### src/rtl/nibble_port_defines.svh
`ifndef NIBBLE_PORT_DEFINES_SVH
`define NIBBLE_PORT_DEFINES_SVH
// ==========================================
// Register byte offsets
`define OFS_IN_DATA   8'h00
`define OFS_IN_PULL   8'h04
`define OFS_OUT_LATCH 8'h08
`define OFS_OUT_SET   8'h0C
`define OFS_OUT_CLR   8'h10
`define OFS_DIR       8'h14
`define OFS_PULL_GRP  8'h18
`define OFS_PIN_DATA  8'h1C
`define OFS_OD_SEL    8'h20
`define OFS_ALT_EN    8'h24
`define OFS_EDGE_SEL  8'h28
`define OFS_TONE_CTL  8'h2C
`define OFS_IRQ_STAT  8'h30
`define OFS_IRQ_MASK  8'h34
// ==========================================
// Field positions
`define IRQ_EDGE_A    0
`define IRQ_EDGE_B    1
`define IRQ_RISE_Q    2
`define IRQ_BOTH      3
`define IRQ_KEY       4
`define ALT_TIMER0    0
`define ALT_TIMER1    1
`define ALT_DIVCLK    2
`define ALT_TONE      3
`define ALT_INTERVAL  4
`define TONE_EN_BIT   2
`define OD_LSB        8
`define KEY_LSB       16
`define TMR0_IN_BIT   4
`define TMR1_IN_BIT   5
`define INTERVAL_PIN  8
// ==========================================
// Reset values and timing
`define RST_WORD      32'h0000_0000
`define SYS_CLK_HZ    200000000
`define TONE_MAX_HZ   16000
`endif

### src/rtl/nibble_port_pkg.sv
package nibble_port_pkg;
   typedef logic [31:0] word_t;
   typedef logic [7:0]  addr_t;
   typedef logic [4:0]  irq_vec_t;
   typedef enum logic {BUS_WAIT, BUS_ACK} bus_state_t;
endpackage

### src/rtl/nibble_port_pins.sv
`timescale 1ns/1ps
// Function
// - Four-bit input-only port, readable as a bit or nibble.
// - Each input-only bit has its own software pull-up enable.
// - Each bidirectional pin has its own direction; bit and nibble access.
// - Port pull-ups set per nibble, forced off on output pins.
// - Ports 4 and 5 pick open-drain or push-pull per bit.
// - Port pairs 2/3, 4/5, 6/7, 8/9 move as one byte.
// - First two edge interrupts trigger on a software chosen edge.
// - Third interrupt input requests on every rising edge.
// - Fourth interrupt input requests on both edges.
// - Any falling edge on the eight key-scan inputs raises a request.
// - Tone pin outputs 2, 4, 8 or 16 kHz square waves.
`include "nibble_port_defines.svh"
module nibble_port_pins #(
   parameter int TONE_HALF_16K = `SYS_CLK_HZ / (2 * `TONE_MAX_HZ)
)(
   input  wire logic                  sys_clk,
   input  wire logic                  sys_rst,
   input  wire nibble_port_pkg::addr_t avs_address,
   input  wire logic                  avs_read,
   input  wire logic                  avs_write,
   input  wire nibble_port_pkg::word_t avs_writedata,
   input  wire logic [3:0]            avs_byteenable,
   output nibble_port_pkg::word_t     avs_readdata,
   output logic                       avs_waitrequest,
   input  wire logic [3:0]            inputOnlyPortBit,
   output logic [3:0]                 inputPullUpEn,
   input  wire logic [31:0]           ioPinIn,
   output logic [31:0]                ioPinOut,
   output logic [31:0]                ioPinOe,
   output logic [31:0]                ioPullUpEn,
   input  wire logic                  timer0ClkPinSrc,
   input  wire logic                  timer1ClkPinSrc,
   input  wire logic                  dividedSysclkPinSrc,
   input  wire logic                  intervalTimerClkPinSrc,
   output logic                       timer0ExtClkIn,
   output logic                       timer1ExtClkIn,
   output logic                       irq
);
   import nibble_port_pkg::*;

   bus_state_t busState_q;
   logic       waitReq_q;
   word_t      rdData_q;
   word_t      rdMux;
   logic       wrEn;
   logic       takeRead;
   logic [3:0] inLevel;
   logic [3:0] inRise;
   logic [3:0] inFall;
   logic [31:0] ioLevel;
   logic [31:0] ioFall;
   logic [3:0]  inPull_q;
   logic [31:0] out_q;
   logic [31:0] dir_q;
   logic [7:0]  pullGrp_q;
   logic [7:0]  odSel_q;
   logic [4:0]  altEn_q;
   logic [1:0]  edgeSel_q;
   logic [2:0]  toneCtl_q;
   irq_vec_t    status_q;
   irq_vec_t    mask_q;
   irq_vec_t    events;
   logic        irq_q;
   logic        toneOut;
   logic [31:0] drvVal;
   logic [31:0] odFull;
   logic [31:0] pullFull;
   logic [31:0] pinOut_q;
   logic [31:0] pinOe_q;
   logic [31:0] pinPull_q;
   logic [3:0]  inPullOut_q;

   function automatic word_t beMerge(word_t old, word_t nw, logic [3:0] be);
      word_t res;
      res = old;
      for (int i = 0; i < 4; i++)
      begin
         if (be[i])
         begin
            res[i*8 +: 8] = nw[i*8 +: 8];
         end
      end
      return res;
   endfunction

   // ==========================================
   // Pin synchronisers and edge detectors
   pin_sync_edge #(.WIDTH(4)) u_in_sync (
      .sys_clk  (sys_clk),
      .sys_rst  (sys_rst),
      .pinRaw   (inputOnlyPortBit),
      .pinLevel (inLevel),
      .pinRise  (inRise),
      .pinFall  (inFall)
   );

   pin_sync_edge #(.WIDTH(32)) u_io_sync (
      .sys_clk  (sys_clk),
      .sys_rst  (sys_rst),
      .pinRaw   (ioPinIn),
      .pinLevel (ioLevel),
      .pinRise  (),
      .pinFall  (ioFall)
   );

   tone_gen #(.HALF_16K(TONE_HALF_16K)) u_tone (
      .sys_clk (sys_clk),
      .sys_rst (sys_rst),
      .toneEn  (toneCtl_q[`TONE_EN_BIT]),
      .toneSel (toneCtl_q[1:0]),
      .toneOut (toneOut)
   );

   // ==========================================
   // Avalon slave: one wait cycle, then answer
   assign takeRead = (busState_q == BUS_WAIT) && avs_read;
   assign wrEn     = (busState_q == BUS_ACK) && avs_write;

   always_ff @(posedge sys_clk)
   begin
      if (sys_rst)
      begin
         busState_q <= BUS_WAIT;
         waitReq_q  <= 1'b1;
      end
      else
      begin
         case (busState_q)
            BUS_WAIT:
            begin
               if (avs_read || avs_write)
               begin
                  busState_q <= BUS_ACK;
                  waitReq_q  <= 1'b0;
               end
            end
            BUS_ACK:
            begin
               busState_q <= BUS_WAIT;
               waitReq_q  <= 1'b1;
            end
            default:
            begin
               busState_q <= BUS_WAIT;
               waitReq_q  <= 1'b1;
            end
         endcase
      end
   end

   always_comb
   begin
      case (avs_address)
         `OFS_IN_DATA:   rdMux = {28'h000_0000, inLevel};
         `OFS_IN_PULL:   rdMux = {28'h000_0000, inPull_q};
         `OFS_OUT_LATCH: rdMux = out_q;
         `OFS_DIR:       rdMux = dir_q;
         `OFS_PULL_GRP:  rdMux = {24'h00_0000, pullGrp_q};
         `OFS_PIN_DATA:  rdMux = ioLevel;
         `OFS_OD_SEL:    rdMux = {24'h00_0000, odSel_q};
         `OFS_ALT_EN:    rdMux = {27'h000_0000, altEn_q};
         `OFS_EDGE_SEL:  rdMux = {30'h0000_0000, edgeSel_q};
         `OFS_TONE_CTL:  rdMux = {29'h0000_0000, toneCtl_q};
         `OFS_IRQ_STAT:  rdMux = {27'h000_0000, status_q};
         `OFS_IRQ_MASK:  rdMux = {27'h000_0000, mask_q};
         default:        rdMux = `RST_WORD;
      endcase
   end

   always_ff @(posedge sys_clk)
   begin
      if (sys_rst)
      begin
         rdData_q <= `RST_WORD;
      end
      else if (takeRead)
      begin
         rdData_q <= rdMux;
      end
   end

   // ==========================================
   // Port latches: byte lanes carry a port pair
   always_ff @(posedge sys_clk)
   begin
      if (sys_rst)
      begin
         out_q <= `RST_WORD;
      end
      else if (wrEn && avs_address == `OFS_OUT_LATCH)
      begin
         out_q <= beMerge(out_q, avs_writedata, avs_byteenable);
      end
      else if (wrEn && avs_address == `OFS_OUT_SET)
      begin
         // Set and clear views allow single-bit and nibble writes
         out_q <= out_q | beMerge(`RST_WORD, avs_writedata, avs_byteenable);
      end
      else if (wrEn && avs_address == `OFS_OUT_CLR)
      begin
         out_q <= out_q & ~beMerge(`RST_WORD, avs_writedata, avs_byteenable);
      end
   end

   always_ff @(posedge sys_clk)
   begin
      if (sys_rst)
      begin
         dir_q <= `RST_WORD;
      end
      else if (wrEn && avs_address == `OFS_DIR)
      begin
         dir_q <= beMerge(dir_q, avs_writedata, avs_byteenable);
      end
   end

   // ==========================================
   // Configuration registers in byte lane 0
   always_ff @(posedge sys_clk)
   begin
      if (sys_rst)
      begin
         inPull_q  <= '0;
         pullGrp_q <= '0;
         odSel_q   <= '0;
         altEn_q   <= '0;
         edgeSel_q <= '0;
         toneCtl_q <= '0;
         mask_q    <= '0;
      end
      else if (wrEn && avs_byteenable[0])
      begin
         case (avs_address)
            `OFS_IN_PULL:  inPull_q  <= avs_writedata[3:0];
            `OFS_PULL_GRP: pullGrp_q <= avs_writedata[7:0];
            `OFS_OD_SEL:   odSel_q   <= avs_writedata[7:0];
            `OFS_ALT_EN:   altEn_q   <= avs_writedata[4:0];
            `OFS_EDGE_SEL: edgeSel_q <= avs_writedata[1:0];
            `OFS_TONE_CTL: toneCtl_q <= avs_writedata[2:0];
            `OFS_IRQ_MASK: mask_q    <= avs_writedata[4:0];
            default:       mask_q    <= mask_q;
         endcase
      end
   end

   // ==========================================
   // Pin drive: alternate outputs, open-drain, pull-ups
   always_comb
   begin
      drvVal = out_q;
      if (altEn_q[`ALT_TIMER0])
      begin
         drvVal[0] = timer0ClkPinSrc;
      end
      if (altEn_q[`ALT_TIMER1])
      begin
         drvVal[1] = timer1ClkPinSrc;
      end
      if (altEn_q[`ALT_DIVCLK])
      begin
         drvVal[2] = dividedSysclkPinSrc;
      end
      if (altEn_q[`ALT_TONE])
      begin
         drvVal[3] = toneOut;
      end
      if (altEn_q[`ALT_INTERVAL])
      begin
         drvVal[`INTERVAL_PIN] = intervalTimerClkPinSrc;
      end
   end

   always_comb
   begin
      odFull = `RST_WORD;
      odFull[`OD_LSB +: 8] = odSel_q;
      for (int i = 0; i < 32; i++)
      begin
         pullFull[i] = pullGrp_q[i / 4];
      end
   end

   always_ff @(posedge sys_clk)
   begin
      if (sys_rst)
      begin
         pinOut_q    <= `RST_WORD;
         pinOe_q     <= `RST_WORD;
         pinPull_q   <= `RST_WORD;
         inPullOut_q <= '0;
      end
      else
      begin
         // Open-drain bits only ever pull low; high is released
         pinOut_q    <= drvVal & ~odFull;
         pinOe_q     <= dir_q & ~(odFull & drvVal);
         pinPull_q   <= pullFull & ~dir_q;
         inPullOut_q <= inPull_q;
      end
   end

   // ==========================================
   // Edge events, sticky status, interrupt
   always_comb
   begin
      events = '0;
      events[`IRQ_EDGE_A] = edgeSel_q[0] ? inRise[0] : inFall[0];
      events[`IRQ_EDGE_B] = edgeSel_q[1] ? inRise[1] : inFall[1];
      events[`IRQ_RISE_Q] = inRise[2];
      events[`IRQ_BOTH]   = inRise[3] | inFall[3];
      events[`IRQ_KEY]    = |ioFall[`KEY_LSB +: 8];
   end

   always_ff @(posedge sys_clk)
   begin
      if (sys_rst)
      begin
         status_q <= '0;
      end
      else if (wrEn && avs_byteenable[0] && avs_address == `OFS_IRQ_STAT)
      begin
         // A new event wins over a clear in the same cycle
         status_q <= (status_q & ~avs_writedata[4:0]) | events;
      end
      else
      begin
         status_q <= status_q | events;
      end
   end

   always_ff @(posedge sys_clk)
   begin
      if (sys_rst)
      begin
         irq_q <= 1'b0;
      end
      else
      begin
         irq_q <= |(status_q & mask_q);
      end
   end

   assign avs_readdata    = rdData_q;
   assign avs_waitrequest = waitReq_q;
   assign ioPinOut        = pinOut_q;
   assign ioPinOe         = pinOe_q;
   assign ioPullUpEn      = pinPull_q;
   assign inputPullUpEn   = inPullOut_q;
   assign timer0ExtClkIn  = ioLevel[`TMR0_IN_BIT];
   assign timer1ExtClkIn  = ioLevel[`TMR1_IN_BIT];
   assign irq             = irq_q;
endmodule

### src/rtl/pin_sync_edge.sv
`timescale 1ns/1ps
module pin_sync_edge #(
   parameter int WIDTH = 4
)(
   input  wire logic             sys_clk,
   input  wire logic             sys_rst,
   input  wire logic [WIDTH-1:0] pinRaw,
   output logic      [WIDTH-1:0] pinLevel,
   output logic      [WIDTH-1:0] pinRise,
   output logic      [WIDTH-1:0] pinFall
);
   logic [WIDTH-1:0] meta_q;
   logic [WIDTH-1:0] lvl_q;
   logic [WIDTH-1:0] prev_q;

   // ==========================================
   // Two-stage synchroniser plus history stage
   always_ff @(posedge sys_clk)
   begin
      if (sys_rst)
      begin
         meta_q <= '0;
         lvl_q  <= '0;
         prev_q <= '0;
      end
      else
      begin
         meta_q <= pinRaw;
         lvl_q  <= meta_q;
         prev_q <= lvl_q;
      end
   end

   assign pinLevel = lvl_q;
   assign pinRise  = lvl_q & ~prev_q;
   assign pinFall  = ~lvl_q & prev_q;
endmodule

### src/rtl/tone_gen.sv
`timescale 1ns/1ps
module tone_gen #(
   parameter int HALF_16K = 6250
)(
   input  wire logic       sys_clk,
   input  wire logic       sys_rst,
   input  wire logic       toneEn,
   input  wire logic [1:0] toneSel,
   output logic            toneOut
);
   localparam int CW = $clog2(HALF_16K * 8) + 1;
   logic [CW-1:0] cnt_q;
   logic [CW-1:0] limit;
   logic          tone_q;

   // ==========================================
   // Half period: sel 3 = 16 kHz down to sel 0 = 2 kHz
   assign limit = CW'(HALF_16K) << (2'd3 - toneSel);

   always_ff @(posedge sys_clk)
   begin
      if (sys_rst || !toneEn)
      begin
         cnt_q  <= '0;
         tone_q <= 1'b0;
      end
      else if (cnt_q >= limit - CW'(1))
      begin
         cnt_q  <= '0;
         tone_q <= ~tone_q;
      end
      else
      begin
         cnt_q <= cnt_q + CW'(1);
      end
   end

   assign toneOut = tone_q;
endmodule

### config.mk
export PLATFORM = sky130hd
export DESIGN_NAME = nibble_port_pins
export DESIGN_NICKNAME = d
export VERILOG_FILES = /design/src/rtl/nibble_port_pkg.sv /design/src/rtl/nibble_port_pins.sv /design/src/rtl/pin_sync_edge.sv /design/src/rtl/tone_gen.sv
export VERILOG_INCLUDE_DIRS = /design/src /design/src/rtl
export SDC_FILE = /design/constraint.sdc
export NUM_CORES = 1
export LEC_CHECK = 0
export BUFFER_PORTS_ARGS = -buffer_cell sky130_fd_sc_hd__buf_2
export CAP_MARGIN = 20
export CORE_ASPECT_RATIO = 0.9
export CORE_UTILIZATION = 55
export CTS_BUF_LIST = sky130_fd_sc_hd__clkbuf_8
export DETAILED_ROUTE_END_ITERATION = 6
export PLACE_DENSITY = 0.79
export SETUP_SLACK_MARGIN = 0.15
export SLEW_MARGIN = 20
export SYNTH_ARGS = -nofsm -noshare
export SYNTH_HDL_FRONTEND = slang
export SYNTH_SLANG_ARGS = --single-unit
### constraint.sdc
create_clock -name sys_clk -period 3 [get_ports sys_clk]
set_input_delay 0.45 -clock sys_clk [delete_from_list [all_inputs] [get_ports sys_clk]]
set_output_delay 0.45 -clock sys_clk [all_outputs]
set_load 0.005 [all_outputs]
==> results of run 1 <==
## cell usage in the layout, fill, tap and decap left out, drive strengths merged, types with 9 or more instances in the layout
cell type	n
a21oi	58
a221oi	9
a22o	26
a22oi	34
a32o	10
and3	13
buf	251
clkbuf	71
dfxtp	341
ha	23
inv	43
mux2i	53
nand2	135
nand3	45
nor2	144
nor2b	132
nor3	10
nor3b	9
o21ai	73
o2bb2ai	17
xnor2	9
## worst max-delay path by stage
stage	endpoint	startpoint	cells past startpoint	slack, ns
3_5_place_dp	flip-flop	avs_address[3]	6	0.57
4_1_cts	u_tone.cnt_q[11]	toneCtl_q[0]	10	0.63
5_1_grt	u_tone.cnt_q[11]	toneCtl_q[1]	10	0.40
6_report	u_tone.cnt_q[11]	toneCtl_q[1]	10	0.63
3_3_place_gp	avs_readdata[22]	avs_address[4]	7	0.62
2_1_floorplan	u_tone.cnt_q[10]	toneCtl_q[0]	10	0.77
## worst register-to-register path, stage by stage (launching register included)
cell	delay (ns)
dfxtp_1	0.49
inv_1	0.17
ha_1	0.34
inv_1	0.07
ha_1	0.27
nand4_1	0.11
nor3_1	0.25
o31ai_1	0.15
nand3_1	0.11
buf_4	0.22
nor2_1	0.08
## per-layer routing
metal	up-vias	share of wire (%)	wire length, µm	GRT usage, %
met5	-	0	0	0
met4	0	2.3	801	9.906
li1	4991	-	-	-
met3	67	8.7	3013	5.814
met2	467	45	15460	44.96
met1	4824	44	15240	39.77
## cell families (layout without fill, tap and decap cells)
group / count (synthesis) / in the layout / synth area share, %
compound gates: 250 / 250 / 13.37
mux: 57 / 57 / 4.543
fa+ha+maj: 23 / 23 / 2.272
flops: 341 / 341 / 53.89
xor+xnor: 17 / 17 / 1.175
buf+inv: 101 / 376 / 3.397
other cells: 1 / 6 / 0.02960
simple gates: 523 / 523 / 21.32
## stage by stage
stage / area (µm²) / instances / hold WS, ns
CTS: 15220 / 1886 / 0.05905
global route: 15230 / 1890 / 0.06199
finish: 15230 / 1890 / 0.08360
floorplan: 12670 / 1314 / 0.4138
detailed placement: 14080 / 1790 / 0.4204
global placement: 14080 / 1790 / 0.4160
## layout make-up
class,count,area share (%)
tap,297,2.439
inverter,29,0.7146
timing repair buffer,251,8.830
clock buffer,71,6.415
clock inverter,25,1.076
sequential,341,44.81
multi-input combinational,872,35.65
antenna,4,0.06571
## flip-flops by register name, summed over array words and instances, names as in the netlist, 8 cells and up, named ones only
register            count
pullGrp_q               8
u_io_sync.prev_q        8
ioPinOe                32
u_io_sync.pinLevel     32
ioPinOut               32
odSel_q                 8
u_io_sync.meta_q       32
dir_q                  32
ioPullUpEn             32
avs_readdata           32
u_tone.cnt_q           17
## power groups by stage
stage               sequential, mW  combinational [mW]  clock (mW)
CTS                           4.61               0.332        4.10
global route                  4.61               0.359        4.34
detailed placement            4.71               0.330           0
finish                        4.61               0.336        4.04
global placement              4.71               0.328           0
floorplan                     4.70               0.189           0
==> impl_metrics.toml, run 1 <==
[synth]
synth_most_common_cell = "dfxtp_1"
synthCells = 1313
synth-main-ff-cell = "dfxtp_1"
synth_area_mm2 = 0.01267
ys_top_cells_by_count = "dfxtp_1 (341), nor2_1 (136), nand2_1 (134), nor2b_1 (132), a21oi_1 (58)"
ys_warn_count = 0
synth_edf_count = 0
yosys.area.top_type = "dfxtp_1"
synth.top_cell.area_share_pct = 53.89
synth.yosys.seq_area_share_pct = 53.89
synth_seq_cells = 341
synth_area_leaders = "dfxtp_1 (54%), nor2b_1 (6.5%), mux2i_1 (4.2%), nor2_1 (4.0%), nand2_1 (4.0%)"
synthDistinctLibCells = 63
ys_async_sr_fraction_pct = 0
postSynthAreaPerCell_um2 = 9.648

[sta]
slew_headroom_pct = 42.26
fmax_mhz = 421.2
slew_viol_final = 0
min_period_ns = 2.374
timing.final.hold_violations = 0
layout_setup_ws_ns = 0.6260
setup_viol = 0
finClkSkew_ns = 0.02810
period_share_pct = 79.13
fin_tns_setup_ns = 0
rsz0062_at_grt = "no"
worst_pin_slew_ns = 0.8661

[clocking]
clockBufferDepth = 3
clk_latency_ns = 0.58
root_buffer = "clkbuf_8"
clk_pin_slew_worst_paths_ns = 0.06
postCtsSetupBuffers = 0
cts_sinks = 341
postCtsHoldBufs = 0
cts_buffers = 52
tritoncts = "done"
htreeDepth = 2
ctsResizeCount = 0

[critical_path]
timing.reg2reg.setup_slack_ns = 0.63
path_delay_family = "adder cells"
end_kind = "flip-flop"
r2r_start = "toneCtl_q[1]"
slowest_stage = "dfxtp_1"
critPathMaxStageDelay_ns = 0.49
start_kind = "flip-flop"
worstSetupPathType = "reg -> reg"
worst-path-max-fanout = 17
path_cells = "inv_1 > ha_1 > inv_1 > ha_1 > nand4_1 > nor3_1 > o31ai_1 > nand3_1 > buf_4 > nor2_1"
reg2reg_depth = 10
crit_buf_inv = 3
arrival_ns = 2.83
cp.required_ns = 3.46
r2r-end = "u_tone.cnt_q[11]"

[routing]
final_antenna_net_count = 0
vias = 10349
wl_per_cell_um = 18.26
dr.first_iter.drc_count = 834
drc = 0
vias_per_cell = 5.476
drt-total-wl_mm = 34.52
dr.pass1.iters = 5

[die]
fp-row-count = 52
start_util_pct = 56.28
dieArea_mm2 = 0.02365
die_x_um = 162.0
core_area_mm2 = 0.02251
die_h_um = 146.0
io_pins = 224

[worst_hold_path]
hold_path_class = "in -> reg"
whs_path_depth = 2
hold_path_end = "u_io_sync.meta_q[18]"
min_from = "ioPinIn[18]"

[pwr]
power.switching_mw = 2.010
intPower_mw = 6.984
vdd_drop_max_v = 0.0004151
finalPower_mw = 8.995
clkPwrFrac_pct = 45.0
combPwrFrac_pct = 3.7
p_per_area_mw_per_mm2 = 590.5
p_sw_share_pct = 22.35
seq_power_share_pct = 51.3
total_leakage_power_nw = 6.324

[cells_and_area]
multi_input_area_mm2 = 0.005430
drive_gt1_share_pct = 22.91
fin_util_pct = 67.67
n_fill_cell = 1814
fin_nets = 1658
register_area_mm2 = 0.006827
areaGrowthSynthToFinish_pct = 20.25

[grt]
grt_pass1_vias = 9806
grt_max_degree = 81
track_usage_pct = 28.84
antenna_found_initial = 4
grt_pass1_wl_mm = 53.39
grt_overflow_total = 0

[status]
status = "completed"

[place]
io_buffers = 223
place_hpwl_mm = 24.33
gp_congestion = 0.9545
dpl_worst_slack_ns = 0.5741

[run]
max_cap_violations = 0
Note: power is estimated with default switching activity, not from simulation.
==> run 2, diff against run 1 <==
ABC_AREA = 1   (was unset)
PLACE_DENSITY = 0.78   (was 0.79)
clock period = 2.2 ns   (was 3 ns; I/O delays follow)
==> run 2 against run 1 <==
Compared with the run above:
- the run now ends with design-rule violations left
- clock power is 40% higher
- largest power group unchanged
- critical endpoint is now u_tone.cnt_q[16]
- fmax increased by 18%
- register-to-register slack got worse by 0.43 ns
- non-clock buffer count up 36
- critical path type unchanged
==> impl_metrics.toml, run 2 <==
[sta]
timing.final.hold_violations = 0
rsz0062_at_grt = "yes"
period_share_pct = 91.23
worst_pin_slew_ns = 0.5761
setup_viol = 0
slew_headroom_pct = 61.45
min_period_ns = 2.007
slew_viol_final = 0
fin_tns_setup_ns = 0
finClkSkew_ns = 0.02588
fmax_mhz = 498.3

[routing]
vias = 11988
drc = 76
dr.first_iter.drc_count = 1212
final_antenna_net_count = 0
wl_per_cell_um = 15.51
dr.pass1.iters = 7
vias_per_cell = 5.172
drt-total-wl_mm = 35.94

[die]
start_util_pct = 56.21
dieArea_mm2 = 0.02462
fp-row-count = 53
die_x_um = 165.3
die_h_um = 149.0
core_area_mm2 = 0.02348
io_pins = 224

[grt]
track_usage_pct = 28.64
grt_overflow_total = 0
grt_pass1_wl_mm = 54.85
grt_max_degree = 115
grt_pass1_vias = 10892
antenna_found_initial = 3

[synth]
synth.yosys.seq_area_share_pct = 51.73
synth_seq_cells = 341
synth.top_cell.area_share_pct = 51.73
synth_edf_count = 0
ys_top_cells_by_count = "dfxtp_1 (341), nand2_1 (299), nor2_1 (288), inv_1 (220), a21oi_1 (122)"
synth_top_family_by_area = "simple AND/OR/NAND/NOR gates"
ys_warn_count = 0
synthAdderAreaFrac_pct = 2.181
postSynthAreaPerCell_um2 = 7.790
yosys.area.top_type = "dfxtp_1"
ys_async_sr_fraction_pct = 0
synthMuxAreaShare_pct = 0
synthDistinctLibCells = 41
synth_xor_area_share_pct = 1.062
synth_area_leaders = "dfxtp_1 (52%), nand2_1 (8.5%), nor2_1 (8.2%), inv_1 (6.3%), a21oi_1 (4.6%)"
yosys.area_share.simple_pct = 24.01
synth-main-ff-cell = "dfxtp_1"
synth_area_mm2 = 0.01320
synth_most_common_cell = "dfxtp_1"
synth_compound_area_share_pct = 11.76
synthCells = 1694

[place]
io_buffers = 223
placed_area_mm2 = 0.01461
gp_congestion = 0.9463
place_hpwl_mm = 25.21

[pwr]
total_leakage_power_nw = 7.705
vdd_drop_max_v = 0.0005100
p_per_area_mw_per_mm2 = 763.3

[critical_path]
path_cells = "inv_6 > ha_4 > xor2_1 > ha_1 > a21oi_2 > o21ai_1 > nand2_1 > nand2_2 > a21oi_4 > nand2_2 > nor2_1"
start_kind = "flip-flop"
path_delay_family = "adder cells"
crit_buf_inv = 1
r2r_start = "toneCtl_q[0]"
crit_path_start = "toneCtl_q[0]"
critPathMaxStageDelay_ns = 0.40
slowest_stage = "dfxtp_4"
arrival_ns = 2.50
cp.required_ns = 2.69
end_kind = "flip-flop"
worst-path-max-fanout = 4
worstSetupPathType = "reg -> reg"
cp_common_cell = "nand2_2"

[clocking]
tritoncts = "done"
clk_pin_slew_worst_paths_ns = 0.07
root_buffer = "clkbuf_8"
clk_latency_ns = 0.57
cts_sinks = 341
cts_buffers = 52
htreeDepth = 2
clockBufferDepth = 3

[cells_and_area]
areaGrowthSynthToFinish_pct = 23.84
drive_gt1_share_pct = 21.36
design_area_mm2 = 0.01634
register_area_mm2 = 0.006834
fin_nets = 2082
final_cell_mix = "dfxtp_1 (339), nand2_1 (294), nor2_1 (280), inv_1 (223), buf_2 (222)"
n_fill_cell = 1982
layout_commonest_cell = "dfxtp_1"
multi_input_area_mm2 = 0.005309

[status]
violations = "design-rule violations"
status = "finished with violations"

[run]
max_cap_violations = 0

[worst_hold_path]
hold_path_class = "in -> reg"
min_from = "avs_write"
==> run 2: logic make-up after synthesis <==
group                    Yosys count
XOR/XNOR                          16
buffers and inverters            298
AND/OR/NAND/NOR                  746
other                              1
AO/OA/AOI/OAI                    269
adder cells (fa/ha/maj)           23
flip-flops                       341
==> run 2: layout make-up <==
cell class,instances,share of cell area (%)
clock inverter,25,1.202
tap,302,2.312
clock buffer,71,5.980
antenna,3,0.04594
multi-input combinational,1058,32.49
inverter,231,5.352
timing repair buffer,287,10.80
sequential,341,41.82
==> run 2: per-stage QoR <==
step	std cells	total power [mW]	utilization, %	setup slack (ns)	hold slack [ns]
2_1_floorplan	1695	6.666	-	0.1706	0.3883
3_3_place_gp	2178	6.869	62.22	0.08493	0.3933
3_5_place_dp	2178	6.878	62.22	0.02333	0.3924
4_1_cts	2311	12.53	68.83	0.1296	0.004146
5_1_grt	2316	12.89	69.59	0.07299	0.03005
6_report	2318	12.47	69.61	0.1930	0.02818
==> run 2: final timing paths <==
check,endpoint,slack (ns),cells after the start
setup / recovery,u_tone.cnt_q[16],0.19,11
hold / removal,busState_q,0.03,2
setup reg to reg,u_tone.cnt_q[16],0.19,11
hold reg to reg,u_in_sync.pinLevel[0],0.40,2
==> run 2: where the power goes <==
group / leakage, nW / internal (mW) / switching (mW)
combinational: 4.29 / 0.188 / 0.329
clock: 0.647 / 3.24 / 2.43
sequential: 2.77 / 6.25 / 0.0322
total: 7.71 / 9.68 / 2.79
==> run 2: timing repair <==
| item | 4_1_cts | 5_1_grt |
|---|---|---|
| hold buffers | 37 | 0 |
| setup buffers | 0 | 2 |
| resized for setup | 2 | 39 |
| endpoints found under the hold margin | 37 | 0 |
| setup endpoints to repair | 17 | 18 |
| gates cloned | 0 | 2 |
| pin swaps | 0 | 13 |
==> run 2: metal layers <==
| metal | share of wire [%] | track usage, % | vias up |
|---|---|---|---|
| li1 | - | - | 5892 |
| met1 | 43 | 39.46 | 5442 |
| met2 | 44 | 43.62 | 562 |
| met3 | 9.9 | 5.949 | 92 |
| met4 | 3.5 | 11.56 | 0 |
| met5 | 0 | 0 | - |
